## config.mk

```make
export PLATFORM = sky130hd
export DESIGN_NAME = chgs_regs
export DESIGN_NICKNAME = d
export VERILOG_FILES = /design/src/rtl/chgs_pkg.sv /design/src/rtl/chgs_decode.sv /design/src/rtl/chgs_regs.sv
export SDC_FILE = /design/constraint.sdc
export NUM_CORES = 1
export LEC_CHECK = 0
export BUFFER_PORTS_ARGS = -buffer_cell sky130_fd_sc_hd__buf_2
export CORE_MARGIN = 10
export CORE_UTILIZATION = 30
export DETAILED_ROUTE_END_ITERATION = 16
export GPL_ROUTABILITY_DRIVEN = 1
export PLACE_DENSITY = 0.59
export SLEW_MARGIN = 20
export SYNTH_ARGS = -nofsm -noshare
export SYNTH_HDL_FRONTEND = slang
export SYNTH_HIERARCHICAL = 1
export SYNTH_SLANG_ARGS = --single-unit
```

## constraint.sdc

```tcl
create_clock -name SYS_CLK -period 6.2 [get_ports SYS_CLK]
set_input_delay 0.93 -clock SYS_CLK [delete_from_list [all_inputs] [get_ports SYS_CLK]]
set_output_delay 0.93 -clock SYS_CLK [all_outputs]
set_load 0.005 [all_outputs]
```

## src/rtl/chgs_pkg.sv

```systemverilog
// constants for the charger setting register bank
package chgs_pkg;
    // register offsets (byte addresses on the plain port)
    localparam logic [7:0] OFS_TIMER_MASK   = 8'h0C;
    localparam logic [7:0] OFS_BOOST_MASK   = 8'h0D;
    localparam logic [7:0] OFS_VBAT_TARGET  = 8'h0E;
    localparam logic [7:0] OFS_CHG_CURRENT  = 8'h0F;
    localparam logic [7:0] OFS_WEAK_INLIM   = 8'h10;
    localparam logic [7:0] OFS_ADAPTER_LIM  = 8'h11;
    localparam logic [7:0] OFS_EVT_STATUS   = 8'h12;
    localparam logic [7:0] OFS_EVT_MASK     = 8'h13;

    // writable bit masks, reserved bits excluded
    localparam logic [7:0] WMASK_TIMER      = 8'h02;
    localparam logic [7:0] WMASK_BOOST      = 8'h1F;
    localparam logic [7:0] WMASK_VBAT       = 8'h3F;
    localparam logic [7:0] WMASK_CHG        = 8'hFF;
    localparam logic [7:0] WMASK_WEAK       = 8'h7F;
    localparam logic [7:0] WMASK_ADAPTER    = 8'hF0;
    localparam logic [7:0] WMASK_EVT        = 8'h3F;

    // reset values
    localparam logic [7:0] RST_TIMER_MASK   = 8'h02;
    localparam logic [7:0] RST_BOOST_MASK   = 8'h1F;
    localparam logic [7:0] RST_VBAT_TARGET  = 8'h0C;
    localparam logic [7:0] RST_CHG_CURRENT  = 8'h26;
    localparam logic [7:0] RST_WEAK_INLIM   = 8'h2C;
    localparam logic [7:0] RST_ADAPTER_LIM  = 8'h00;
    localparam logic [7:0] RST_EVT_MASK     = 8'h00;

    // field positions
    localparam int CHG_EXT_BIT   = 7;
    localparam int EOC_LSB       = 4;
    localparam int WEAK_LSB      = 5;
    localparam int RECON_LSB     = 2;
    localparam int ADAPTER_LSB   = 4;
    localparam int TIMER_MASK_BIT = 1;
    localparam int NUM_EVT       = 6;

    // decode scales: voltages in mV, currents in mA
    localparam logic [12:0] VBAT_BASE_MV  = 13'd3300;
    localparam logic [12:0] VBAT_STEP_UV  = 13'd25;
    localparam logic [12:0] FAST_CHARGE_CURRENT_CODE_BASE_MA  = 13'd450;
    localparam logic [12:0] FAST_CHARGE_CURRENT_CODE_STEP_MA  = 13'd100;
    localparam logic [12:0] FAST_CHARGE_CURRENT_CODE_EXT_MA   = 13'd1600;
    localparam logic [12:0] END_OF_CHARGE_THRESHOLD_BASE_MA  = 13'd100;
    localparam logic [12:0] END_OF_CHARGE_THRESHOLD_STEP_MA  = 13'd25;
    localparam logic [12:0] WEAK_BATTERY_CURRENT_STEP_MA = 13'd100;
    localparam logic [12:0] RECON_BASE_MV = 13'd3100;
    localparam logic [12:0] RECON_STEP_MV = 13'd100;
    localparam logic [12:0] RECON_MAX_MV  = 13'd3600;
    localparam logic [12:0] ITA_BASE_MA   = 13'd500;
    localparam logic [12:0] ITA_STEP_MA   = 13'd100;
    localparam logic [12:0] IIN_00_MA     = 13'd100;
    localparam logic [12:0] IIN_01_MA     = 13'd500;
    localparam logic [12:0] IIN_10_MA     = 13'd900;
    localparam logic [12:0] IIN_11_MA     = 13'd1500;
endpackage

```

## src/rtl/chgs_decode.sv

```systemverilog
// decodes register codes into physical set points for the charge loop
`timescale 1ns/1ps
`default_nettype none
module chgs_decode (
    // register codes
    input  wire logic [5:0]  vbat_code,
    input  wire logic [3:0]  fast_charge_current_code,
    input  wire logic        charge_current_range_extend,
    input  wire logic [2:0]  end_of_charge_threshold,
    input  wire logic [1:0]  weak_battery_current,
    input  wire logic [2:0]  reconnect_threshold,
    input  wire logic [1:0]  input_limit_code,
    input  wire logic [3:0]  adapter_limit_code,
    // decoded set points
    output logic      [12:0] vbat_mv,
    output logic      [12:0] fast_charge_current_code_ma,
    output logic      [12:0] end_of_charge_threshold_ma,
    output logic      [12:0] weak_battery_current_ma,
    output logic      [12:0] recon_mv,
    output logic      [12:0] iin_ma
);
    // two-bit input limit table, used only while the adapter limit code is zero
    function automatic logic [12:0] usb_limit(input logic [1:0] c);
        case (c)
            2'h0:    usb_limit = chgs_pkg::IIN_00_MA;
            2'h1:    usb_limit = chgs_pkg::IIN_01_MA;
            2'h2:    usb_limit = chgs_pkg::IIN_10_MA;
            default: usb_limit = chgs_pkg::IIN_11_MA;
        endcase
    endfunction

    // linear decodes; 25 mV steps done as 25*code in mV
    always_comb
    begin
        vbat_mv  = chgs_pkg::VBAT_BASE_MV + 13'(vbat_code) * chgs_pkg::VBAT_STEP_UV;
        fast_charge_current_code_ma  = chgs_pkg::FAST_CHARGE_CURRENT_CODE_BASE_MA
                 + 13'(fast_charge_current_code) * chgs_pkg::FAST_CHARGE_CURRENT_CODE_STEP_MA;
        if (charge_current_range_extend)
            fast_charge_current_code_ma = fast_charge_current_code_ma + chgs_pkg::FAST_CHARGE_CURRENT_CODE_EXT_MA;
        end_of_charge_threshold_ma  = chgs_pkg::END_OF_CHARGE_THRESHOLD_BASE_MA
                 + 13'(end_of_charge_threshold) * chgs_pkg::END_OF_CHARGE_THRESHOLD_STEP_MA;
        weak_battery_current_ma = 13'(weak_battery_current) * chgs_pkg::WEAK_BATTERY_CURRENT_STEP_MA;
        recon_mv = chgs_pkg::RECON_BASE_MV
                 + 13'(reconnect_threshold) * chgs_pkg::RECON_STEP_MV;
        // codes above 101 are undefined; clamp at the top threshold
        if (recon_mv > chgs_pkg::RECON_MAX_MV)
            recon_mv = chgs_pkg::RECON_MAX_MV;
        if (adapter_limit_code == 4'h0)
            iin_ma = usb_limit(input_limit_code);
        else
            iin_ma = chgs_pkg::ITA_BASE_MA
                   + 13'(adapter_limit_code) * chgs_pkg::ITA_STEP_MA;
    end
endmodule
`default_nettype wire

```

## src/rtl/chgs_regs.sv

```systemverilog
// charger setting register bank with event mask and interrupt
//
// Decided for this implementation: the strobed register port.
`timescale 1ns/1ps
`default_nettype none
module chgs_regs (
    // clock and reset
    input  wire logic        SYS_CLK,
    input  wire logic        SYS_RST,
    // register port
    input  wire logic [7:0]  REG_ADDR,
    input  wire logic [7:0]  REG_WDATA,
    input  wire logic        REG_WR,
    input  wire logic        REG_RD,
    output logic      [7:0]  REG_RDATA,
    // default-restoring conditions, pins from the power domain
    input  wire logic        OFF_STATE,
    input  wire logic        REG_RESET_CMD,
    input  wire logic        BOOST_HOST_MODE,
    // events: [5] charge timer, [4:0] booster events, pins
    input  wire logic [5:0]  EVT_IN,
    // decoded set points
    output logic      [12:0] VBAT_MV,
    output logic      [12:0] FAST_CHARGE_CURRENT_CODE_MA,
    output logic      [12:0] END_OF_CHARGE_THRESHOLD_MA,
    output logic      [12:0] WEAK_BATTERY_CURRENT_MA,
    output logic      [12:0] RECON_MV,
    output logic      [12:0] IIN_MA,
    // interrupt
    output logic             IRQ
);
    // registers
    logic [7:0] timer_mask_reg;
    logic [7:0] boost_mask_reg;
    logic [7:0] vbat_reg;
    logic [7:0] chg_reg;
    logic [7:0] weak_reg;
    logic [7:0] adapter_reg;
    logic [7:0] evt_status_reg;
    logic [7:0] evt_mask_reg;
    logic [7:0] evt_status_next;

    // synchronisers for pin inputs
    logic [8:0] sync1_reg;
    logic [8:0] sync2_reg;
    logic [5:0] evt_prev_reg;
    logic       boost_prev_reg;
    logic       defaults;
    logic       boost_entry;
    logic [5:0] evt_rise;
    logic [5:0] evt_gate;

    // two flops before use; first stage read only by the second
    always_ff @(posedge SYS_CLK)
    begin
        if (SYS_RST)
        begin
            sync1_reg <= 9'h000;
            sync2_reg <= 9'h000;
        end
        else
        begin
            sync1_reg <= {OFF_STATE, REG_RESET_CMD, BOOST_HOST_MODE, EVT_IN};
            sync2_reg <= sync1_reg;
        end
    end

    // edge history for boost entry and event pulses
    always_ff @(posedge SYS_CLK)
    begin
        if (SYS_RST)
        begin
            evt_prev_reg   <= 6'h00;
            boost_prev_reg <= 1'b0;
        end
        else
        begin
            evt_prev_reg   <= sync2_reg[5:0];
            boost_prev_reg <= sync2_reg[6];
        end
    end

    assign boost_entry = sync2_reg[6] & ~boost_prev_reg;
    // off state and reset command hold defaults; boost reloads on entry only
    assign defaults    = sync2_reg[8] | sync2_reg[7] | boost_entry;
    assign evt_rise    = sync2_reg[5:0] & ~evt_prev_reg;

    // write decode helper
    function automatic logic hit(input logic [7:0] a, input logic [7:0] ofs);
        hit = (a == ofs);
    endfunction

    // setting and mask registers; reserved bits never stored
    always_ff @(posedge SYS_CLK)
    begin
        if (SYS_RST || defaults)
        begin
            timer_mask_reg <= chgs_pkg::RST_TIMER_MASK;
            boost_mask_reg <= chgs_pkg::RST_BOOST_MASK;
            vbat_reg       <= chgs_pkg::RST_VBAT_TARGET;
            chg_reg        <= chgs_pkg::RST_CHG_CURRENT;
            weak_reg       <= chgs_pkg::RST_WEAK_INLIM;
            adapter_reg    <= chgs_pkg::RST_ADAPTER_LIM;
            evt_mask_reg   <= chgs_pkg::RST_EVT_MASK;
        end
        else if (REG_WR)
        begin
            if (hit(REG_ADDR, chgs_pkg::OFS_TIMER_MASK))
                timer_mask_reg <= REG_WDATA & chgs_pkg::WMASK_TIMER;
            if (hit(REG_ADDR, chgs_pkg::OFS_BOOST_MASK))
                boost_mask_reg <= REG_WDATA & chgs_pkg::WMASK_BOOST;
            if (hit(REG_ADDR, chgs_pkg::OFS_VBAT_TARGET))
                vbat_reg       <= REG_WDATA & chgs_pkg::WMASK_VBAT;
            if (hit(REG_ADDR, chgs_pkg::OFS_CHG_CURRENT))
                chg_reg        <= REG_WDATA & chgs_pkg::WMASK_CHG;
            if (hit(REG_ADDR, chgs_pkg::OFS_WEAK_INLIM))
                weak_reg       <= REG_WDATA & chgs_pkg::WMASK_WEAK;
            if (hit(REG_ADDR, chgs_pkg::OFS_ADAPTER_LIM))
                adapter_reg    <= REG_WDATA & chgs_pkg::WMASK_ADAPTER;
            if (hit(REG_ADDR, chgs_pkg::OFS_EVT_MASK))
                evt_mask_reg   <= REG_WDATA & chgs_pkg::WMASK_EVT;
        end
    end

    // events are gated by both the documented masks and the general mask
    assign evt_gate = ~({timer_mask_reg[chgs_pkg::TIMER_MASK_BIT], boost_mask_reg[4:0]}
                        | evt_mask_reg[5:0]);

    // sticky status: write one clears, a new event wins over the clear
    always_comb
    begin
        evt_status_next = evt_status_reg;
        if (REG_WR && hit(REG_ADDR, chgs_pkg::OFS_EVT_STATUS))
            evt_status_next = evt_status_next & ~(REG_WDATA & chgs_pkg::WMASK_EVT);
        evt_status_next = evt_status_next | {2'b00, evt_rise};
    end

    always_ff @(posedge SYS_CLK)
    begin
        if (SYS_RST)
            evt_status_reg <= 8'h00;
        else
            evt_status_reg <= evt_status_next;
    end

    // interrupt level from a flop, updated on the same edge as status
    always_ff @(posedge SYS_CLK)
    begin
        if (SYS_RST)
            IRQ <= 1'b0;
        else
            IRQ <= |(evt_status_next[5:0] & evt_gate);
    end

    // read data one cycle after the strobe; unmapped reads zero
    always_ff @(posedge SYS_CLK)
    begin
        if (SYS_RST)
            REG_RDATA <= 8'h00;
        else if (REG_RD)
        begin
            case (REG_ADDR)
                chgs_pkg::OFS_TIMER_MASK:  REG_RDATA <= timer_mask_reg;
                chgs_pkg::OFS_BOOST_MASK:  REG_RDATA <= boost_mask_reg;
                chgs_pkg::OFS_VBAT_TARGET: REG_RDATA <= vbat_reg;
                chgs_pkg::OFS_CHG_CURRENT: REG_RDATA <= chg_reg;
                chgs_pkg::OFS_WEAK_INLIM:  REG_RDATA <= weak_reg;
                chgs_pkg::OFS_ADAPTER_LIM: REG_RDATA <= adapter_reg;
                chgs_pkg::OFS_EVT_STATUS:  REG_RDATA <= evt_status_reg;
                chgs_pkg::OFS_EVT_MASK:    REG_RDATA <= evt_mask_reg;
                default:                   REG_RDATA <= 8'h00;
            endcase
        end
        else
            REG_RDATA <= 8'h00;
    end

    // decoded set points, registered so outputs come from flops
    logic [12:0] vbat_d;
    logic [12:0] fast_charge_current_code_d;
    logic [12:0] end_of_charge_threshold_d;
    logic [12:0] weak_battery_current_d;
    logic [12:0] recon_d;
    logic [12:0] iin_d;

    chgs_decode u_decode (
        .vbat_code                   (vbat_reg[5:0]),
        .fast_charge_current_code    (chg_reg[3:0]),
        .charge_current_range_extend (chg_reg[chgs_pkg::CHG_EXT_BIT]),
        .end_of_charge_threshold     (chg_reg[chgs_pkg::EOC_LSB +: 3]),
        .weak_battery_current        (weak_reg[chgs_pkg::WEAK_LSB +: 2]),
        .reconnect_threshold         (weak_reg[chgs_pkg::RECON_LSB +: 3]),
        .input_limit_code            (weak_reg[1:0]),
        .adapter_limit_code          (adapter_reg[chgs_pkg::ADAPTER_LSB +: 4]),
        .vbat_mv                     (vbat_d),
        .fast_charge_current_code_ma                     (fast_charge_current_code_d),
        .end_of_charge_threshold_ma                     (end_of_charge_threshold_d),
        .weak_battery_current_ma                    (weak_battery_current_d),
        .recon_mv                    (recon_d),
        .iin_ma                      (iin_d)
    );

    // set point outputs follow the registers one cycle later
    always_ff @(posedge SYS_CLK)
    begin
        if (SYS_RST)
        begin
            VBAT_MV  <= 13'h0000;
            FAST_CHARGE_CURRENT_CODE_MA  <= 13'h0000;
            END_OF_CHARGE_THRESHOLD_MA  <= 13'h0000;
            WEAK_BATTERY_CURRENT_MA <= 13'h0000;
            RECON_MV <= 13'h0000;
            IIN_MA   <= 13'h0000;
        end
        else
        begin
            VBAT_MV  <= vbat_d;
            FAST_CHARGE_CURRENT_CODE_MA  <= fast_charge_current_code_d;
            END_OF_CHARGE_THRESHOLD_MA  <= end_of_charge_threshold_d;
            WEAK_BATTERY_CURRENT_MA <= weak_battery_current_d;
            RECON_MV <= recon_d;
            IIN_MA   <= iin_d;
        end
    end

    // checks
    vbat_track_a: assert property (@(posedge SYS_CLK) disable iff (SYS_RST)
        !$past(SYS_RST) |-> VBAT_MV == 13'd3300 + 13'($past(vbat_reg[5:0])) * 13'd25)
        else $error("battery target decode wrong");
    chg_track_a: assert property (@(posedge SYS_CLK) disable iff (SYS_RST)
        !$past(SYS_RST) && !$past(chg_reg[7]) |->
        FAST_CHARGE_CURRENT_CODE_MA == 13'd450 + 13'($past(chg_reg[3:0])) * 13'd100)
        else $error("charge current decode wrong");
    chg_extend_a: assert property (@(posedge SYS_CLK) disable iff (SYS_RST)
        $past(chg_reg[7]) |-> FAST_CHARGE_CURRENT_CODE_MA == 13'd2050 + 13'($past(chg_reg[3:0])) * 13'd100)
        else $error("range extension missing");
    eoc_track_a: assert property (@(posedge SYS_CLK) disable iff (SYS_RST)
        !$past(SYS_RST) |-> END_OF_CHARGE_THRESHOLD_MA == 13'd100 + 13'($past(chg_reg[6:4])) * 13'd25)
        else $error("end of charge decode wrong");
    weak_track_a: assert property (@(posedge SYS_CLK) disable iff (SYS_RST)
        !$past(SYS_RST) |-> WEAK_BATTERY_CURRENT_MA == 13'($past(weak_reg[6:5])) * 13'd100)
        else $error("weak current decode wrong");
    recon_track_a: assert property (@(posedge SYS_CLK) disable iff (SYS_RST)
        !$past(SYS_RST) && $past(weak_reg[4:2]) <= 3'h5 |->
        RECON_MV == 13'd3100 + 13'($past(weak_reg[4:2])) * 13'd100)
        else $error("reconnect decode wrong");
    inlim_usb_a: assert property (@(posedge SYS_CLK) disable iff (SYS_RST)
        $past(adapter_reg[7:4]) == 4'h0 && $past(weak_reg[1:0]) == 2'h3 |-> IIN_MA == 13'd1500)
        else $error("input limit decode wrong");
    inlim_adapter_a: assert property (@(posedge SYS_CLK) disable iff (SYS_RST)
        $past(adapter_reg[7:4]) != 4'h0 |->
        IIN_MA == 13'd500 + 13'($past(adapter_reg[7:4])) * 13'd100)
        else $error("adapter limit decode wrong");
    defaults_load_a: assert property (@(posedge SYS_CLK) disable iff (SYS_RST)
        defaults |=> vbat_reg == 8'h0C && chg_reg == 8'h26 && boost_mask_reg == 8'h1F)
        else $error("defaults not restored");
    mask_block_a: assert property (@(posedge SYS_CLK) disable iff (SYS_RST)
        (evt_status_reg[5:0] & evt_gate) == 6'h00 ##1
        (evt_status_reg[5:0] & evt_gate) == 6'h00 |-> !IRQ)
        else $error("masked event raised interrupt");
    reserved_zero_a: assert property (@(posedge SYS_CLK) disable iff (SYS_RST)
        vbat_reg[7:6] == 2'h0 && weak_reg[7] == 1'b0 && adapter_reg[3:0] == 4'h0)
        else $error("reserved bit stored");

    // mask registers keep their reserved bits clear as well
    mask_reserved_a: assert property (@(posedge SYS_CLK) disable iff (SYS_RST)
        timer_mask_reg[7:2] == 6'h00 && timer_mask_reg[0] == 1'b0
        && boost_mask_reg[7:5] == 3'h0 && evt_mask_reg[7:6] == 2'h0
        && evt_status_reg[7:6] == 2'h0)
        else $error("reserved mask bit stored");

    // read data stands only in the cycle after a read strobe
    rdata_idle_a: assert property (@(posedge SYS_CLK) disable iff (SYS_RST)
        !$past(REG_RD) |-> REG_RDATA == 8'h00)
        else $error("read data outside its cycle");

    // unmapped addresses read as zero
    rdata_unmapped_a: assert property (@(posedge SYS_CLK) disable iff (SYS_RST)
        $past(REG_RD) && $past(REG_ADDR) > chgs_pkg::OFS_EVT_MASK |-> REG_RDATA == 8'h00)
        else $error("unmapped read not zero");

    // the battery target readback never shows its reserved bits
    rdata_vbat_a: assert property (@(posedge SYS_CLK) disable iff (SYS_RST)
        $past(REG_RD) && $past(REG_ADDR) == chgs_pkg::OFS_VBAT_TARGET
        |-> REG_RDATA[7:6] == 2'h0)
        else $error("reserved target bits read back");

    // a write outside any restore lands whole in the charge register
    chg_write_a: assert property (@(posedge SYS_CLK) disable iff (SYS_RST)
        !$past(SYS_RST) && !$past(defaults) && $past(REG_WR)
        && $past(REG_ADDR) == chgs_pkg::OFS_CHG_CURRENT
        |-> chg_reg == $past(REG_WDATA))
        else $error("charge register write lost");

    // every other setting and mask also reloads its default
    defaults_rest_a: assert property (@(posedge SYS_CLK) disable iff (SYS_RST)
        defaults |=> weak_reg == 8'h2C && adapter_reg == 8'h00
        && timer_mask_reg == 8'h02 && evt_mask_reg == 8'h00)
        else $error("remaining defaults not restored");

    // undefined reconnect codes hold the top threshold
    recon_clamp_a: assert property (@(posedge SYS_CLK) disable iff (SYS_RST)
        !$past(SYS_RST) && $past(weak_reg[4:2]) > 3'h5 |-> RECON_MV == 13'd3600)
        else $error("reconnect clamp wrong");

    // full two-bit input limit table while the adapter field defers
    inlim_table_a: assert property (@(posedge SYS_CLK) disable iff (SYS_RST)
        !$past(SYS_RST) && $past(adapter_reg[7:4]) == 4'h0 |->
        IIN_MA == ($past(weak_reg[1]) ? ($past(weak_reg[0]) ? 13'd1500 : 13'd900)
                                      : ($past(weak_reg[0]) ? 13'd500 : 13'd100)))
        else $error("input limit table wrong");

    // interrupt follows the unmasked status whenever the gate is steady
    irq_level_a: assert property (@(posedge SYS_CLK) disable iff (SYS_RST)
        !$past(SYS_RST) && $stable(evt_gate)
        |-> IRQ == |(evt_status_reg[5:0] & evt_gate))
        else $error("interrupt level wrong");

    // status bits stay set until software writes ones to them
    status_sticky_a: assert property (@(posedge SYS_CLK) disable iff (SYS_RST)
        !$past(SYS_RST)
        && !($past(REG_WR) && $past(REG_ADDR) == chgs_pkg::OFS_EVT_STATUS)
        |-> (evt_status_reg & $past(evt_status_reg)) == $past(evt_status_reg))
        else $error("status bit dropped");

    // every detected edge sets its status bit, even against a clear
    status_set_a: assert property (@(posedge SYS_CLK) disable iff (SYS_RST)
        !$past(SYS_RST) |-> (evt_status_reg[5:0] & $past(evt_rise)) == $past(evt_rise))
        else $error("event not recorded");
endmodule
`default_nettype wire

```

==> impl_metrics.tcl <==
set metrics [dict create \
    finClkSkew_ps 14.3 \
    fmax_ghz 0.313 \
    tns_ps 0 \
    post_dp_cell_area_sq_um 8180 \
    hold_ws_ps 433 \
    wl_met1_mm 7.91 \
    synth-edff-count 0 \
    ys_seq_elements 155 \
    drt_wl_total_mm 17.0 \
    clk_pin_slew_worst_paths_ps 60 \
    ys_seq_area_frac 0.415 \
    io_buffers 115 \
    relSlewSlack 0.376 \
    endpoint_kind "flip-flop" \
    final_nets 964 \
    cts.sinks 155 \
    antenna_found_initial 3 \
    met2WireLength_mm 7.52 \
    insertion_delay_ps 430 \
    grt_pass1_vias 5077 \
    wl_per_cell_microns 14.2 \
    post-route-period-util 0.515 \
    final_layout_size_suffix_gt1_frac 0.197 \
    synth_top_area_cell "dfxtp_1" \
    async_flop_share 0 \
    route.top_layer_used "met5" \
    synth_adder_area_share 0.130 \
    drt_iter0_drc 279 \
    hold_viol_final 0 \
    fin_area_sq_um 8780 \
    core_sq_um 24500 \
    arrival_ps 3480 \
    drt_pass1_iterations 4 \
    cts.repair.resized 0 \
    synth_area_sq_um 7480 \
    min_period_ps 3190 \
    drc 0 \
    fp.dieW_microns 178 \
    yosysTopAreaCellShare 0.415 \
    worstPathMaxFanout 4 \
    worstPathRequired_ps 6490 \
    ir_drop_v 0.000183 \
    num_io_pins 116 \
    hpwlAfterDp_mm 12.6 \
    gp_congestion 0.835 \
    postCtsSetupRepairBufs 0 \
    drv_cap 0 \
    synthTopCellsByCount "dfxtp_1 (155), nor2b_1 (120), ha_1 (70)" \
    cts-root-buf "clkbuf_16" \
    htreeDepth 4 \
    yosys_warnings 6 \
    cts_tree "yes" \
    synth_mux_area_frac 0.0661 \
    start_kind "flip-flop" \
    grt_pass1_wl_mm 27.3 \
    num_vias 5191 \
    cts_made_buffers 17 \
    leakage_nw 4.05 \
    drv_slew 0 \
    synth_top_family_by_area "simple AND/OR/NAND/NOR gates" \
    grtUsageTotal 0.109 \
    synth.avg_cell_area_sq_um 9.73 \
    synth_ff_type "dfxtp_1" \
    p_per_area_nw_per_um2 248 \
    yosys.area_share.simple 0.209 \
    status "complete, no violations" \
    ys_types 68 \
    dp_cells 1165 \
    synth_compound_area_frac 0.0758 \
    route.met3.wl_mm 1.38 \
    ys_top_cells_by_area "dfxtp_1 (41%), ha_1 (12%), nor2b_1 (10%)" \
    yosys.area_share.xor_xnor 0.0304 \
    viasPerCell 4.33 \
    min_path_type "flip-flop to flip-flop" \
    area_growth_pct 17.4 \
    initial_core_util 0.306 \
    nFillCells 2474 \
    grt_max_degree 72 \
    die_area_sq_um 31600 \
    netlist_instances 769 \
    final_cells 1198 \
    num_rows 57 \
    yosysMostFrequentCell "dfxtp_1" \
    path_class "flip-flop to flip-flop" \
    worst_slew_pin_slew_ps 930 \
    grt.overflow.total 0 \
    rsz0062_at_grt "no" \
    cts.path.max_buffers 2 \
    die_y_microns 178 \
    setup_viol 0 \
    ant_nets 0 \
    cts_hold_repair.buffers 0 \
]
layout by cell type, fill, tap and decap left out, types with 3 or more instances in the layout:
master / count
a21oi_1: 24
xnor2_1: 13
buf_4: 3
inv_1: 43
nand2_1: 40
and3_1: 3
mux2_2: 5
a21o_1: 6
nand3_1: 16
fa_1: 5
clkinvlp_4: 3
a22o_1: 4
nor3_1: 6
xor2_1: 13
ha_1: 70
mux4_2: 3
clkinv_2: 3
clkbuf_16: 17
buf_2: 114
nor3b_2: 3
mux2i_1: 37
a31oi_1: 6
a22oi_1: 5
bufinv_16: 3
dfxtp_1: 155
nand4_1: 6
nor2_1: 52
clkbuf_1: 3
o21ai_0: 18
conb_1: 20
nor2b_1: 120
path summary, 6_finish.rpt:
check / start / end / slack [ps] / cells after the start
hold reg to reg: sync1_reg[2] / sync2_reg[2] / 430 / 1
hold / removal: sync1_reg[2] / sync2_reg[2] / 430 / 1
setup / recovery: vbat_reg[2] / VBAT_MV[10] / 3010 / 12
setup reg to reg: vbat_reg[2] / VBAT_MV[10] / 3010 / 12
where the power goes:
part	internal, mW	switching [mW]	leakage [nW]
clock	0.643	0.411	0.283
combinational	0.0402	0.0591	2.50
sequential	1.02	0.00712	1.27
total	1.70	0.477	4.05
worst max-delay path, stage by stage (launching register included):
cell      delay, ps
dfxtp_1         380
inv_1           110
ha_1            310
fa_1            510
inv_1            40
ha_1            320
fa_1            470
a21o_1          200
a21oi_1         210
o21bai_1         90
a21oi_1         220
xor2_1           90
nor2b_1         130
routing by layer:
| metal | vias up | global-route usage |
|---|---|---|
| li1 | 2693 | - |
| met1 | 2370 | 0.137 |
| met2 | 108 | 0.167 |
| met3 | 16 | 0.0444 |
| met4 | 4 | 0.0316 |
| met5 | - | 0 |
area by class of cell:
cell class | instances | area, sq um | area share
Clock inverter | 11 | 145 | 0.0165
Sequential cell | 155 | 3100 | 0.353
Multi-Input combinational cell | 526 | 3920 | 0.447
Inverter | 43 | 161 | 0.0184
Tap cell | 324 | 405 | 0.0462
Clock buffer | 21 | 450 | 0.0513
Antenna cell | 1 | 2.50 | 0.000285
Timing Repair Buffer | 117 | 593 | 0.0675
cells by family after synthesis:
logic type / Yosys count
compound gates: 85
xor+xnor: 26
fa+ha+maj: 75
buf+inv: 106
flops: 155
mux: 45
other cells: 2
simple gates: 275
through the flow:
step,power [mW],setup WS (ps),util
after floorplan,1.11,3220,-
after global placement,1.15,3040,0.335
after detailed placement,1.15,3020,0.335
after CTS,2.21,2990,0.359
after global routing,2.26,2820,0.359
final,2.18,3010,0.359
Power figures use the tool's default switching activity.
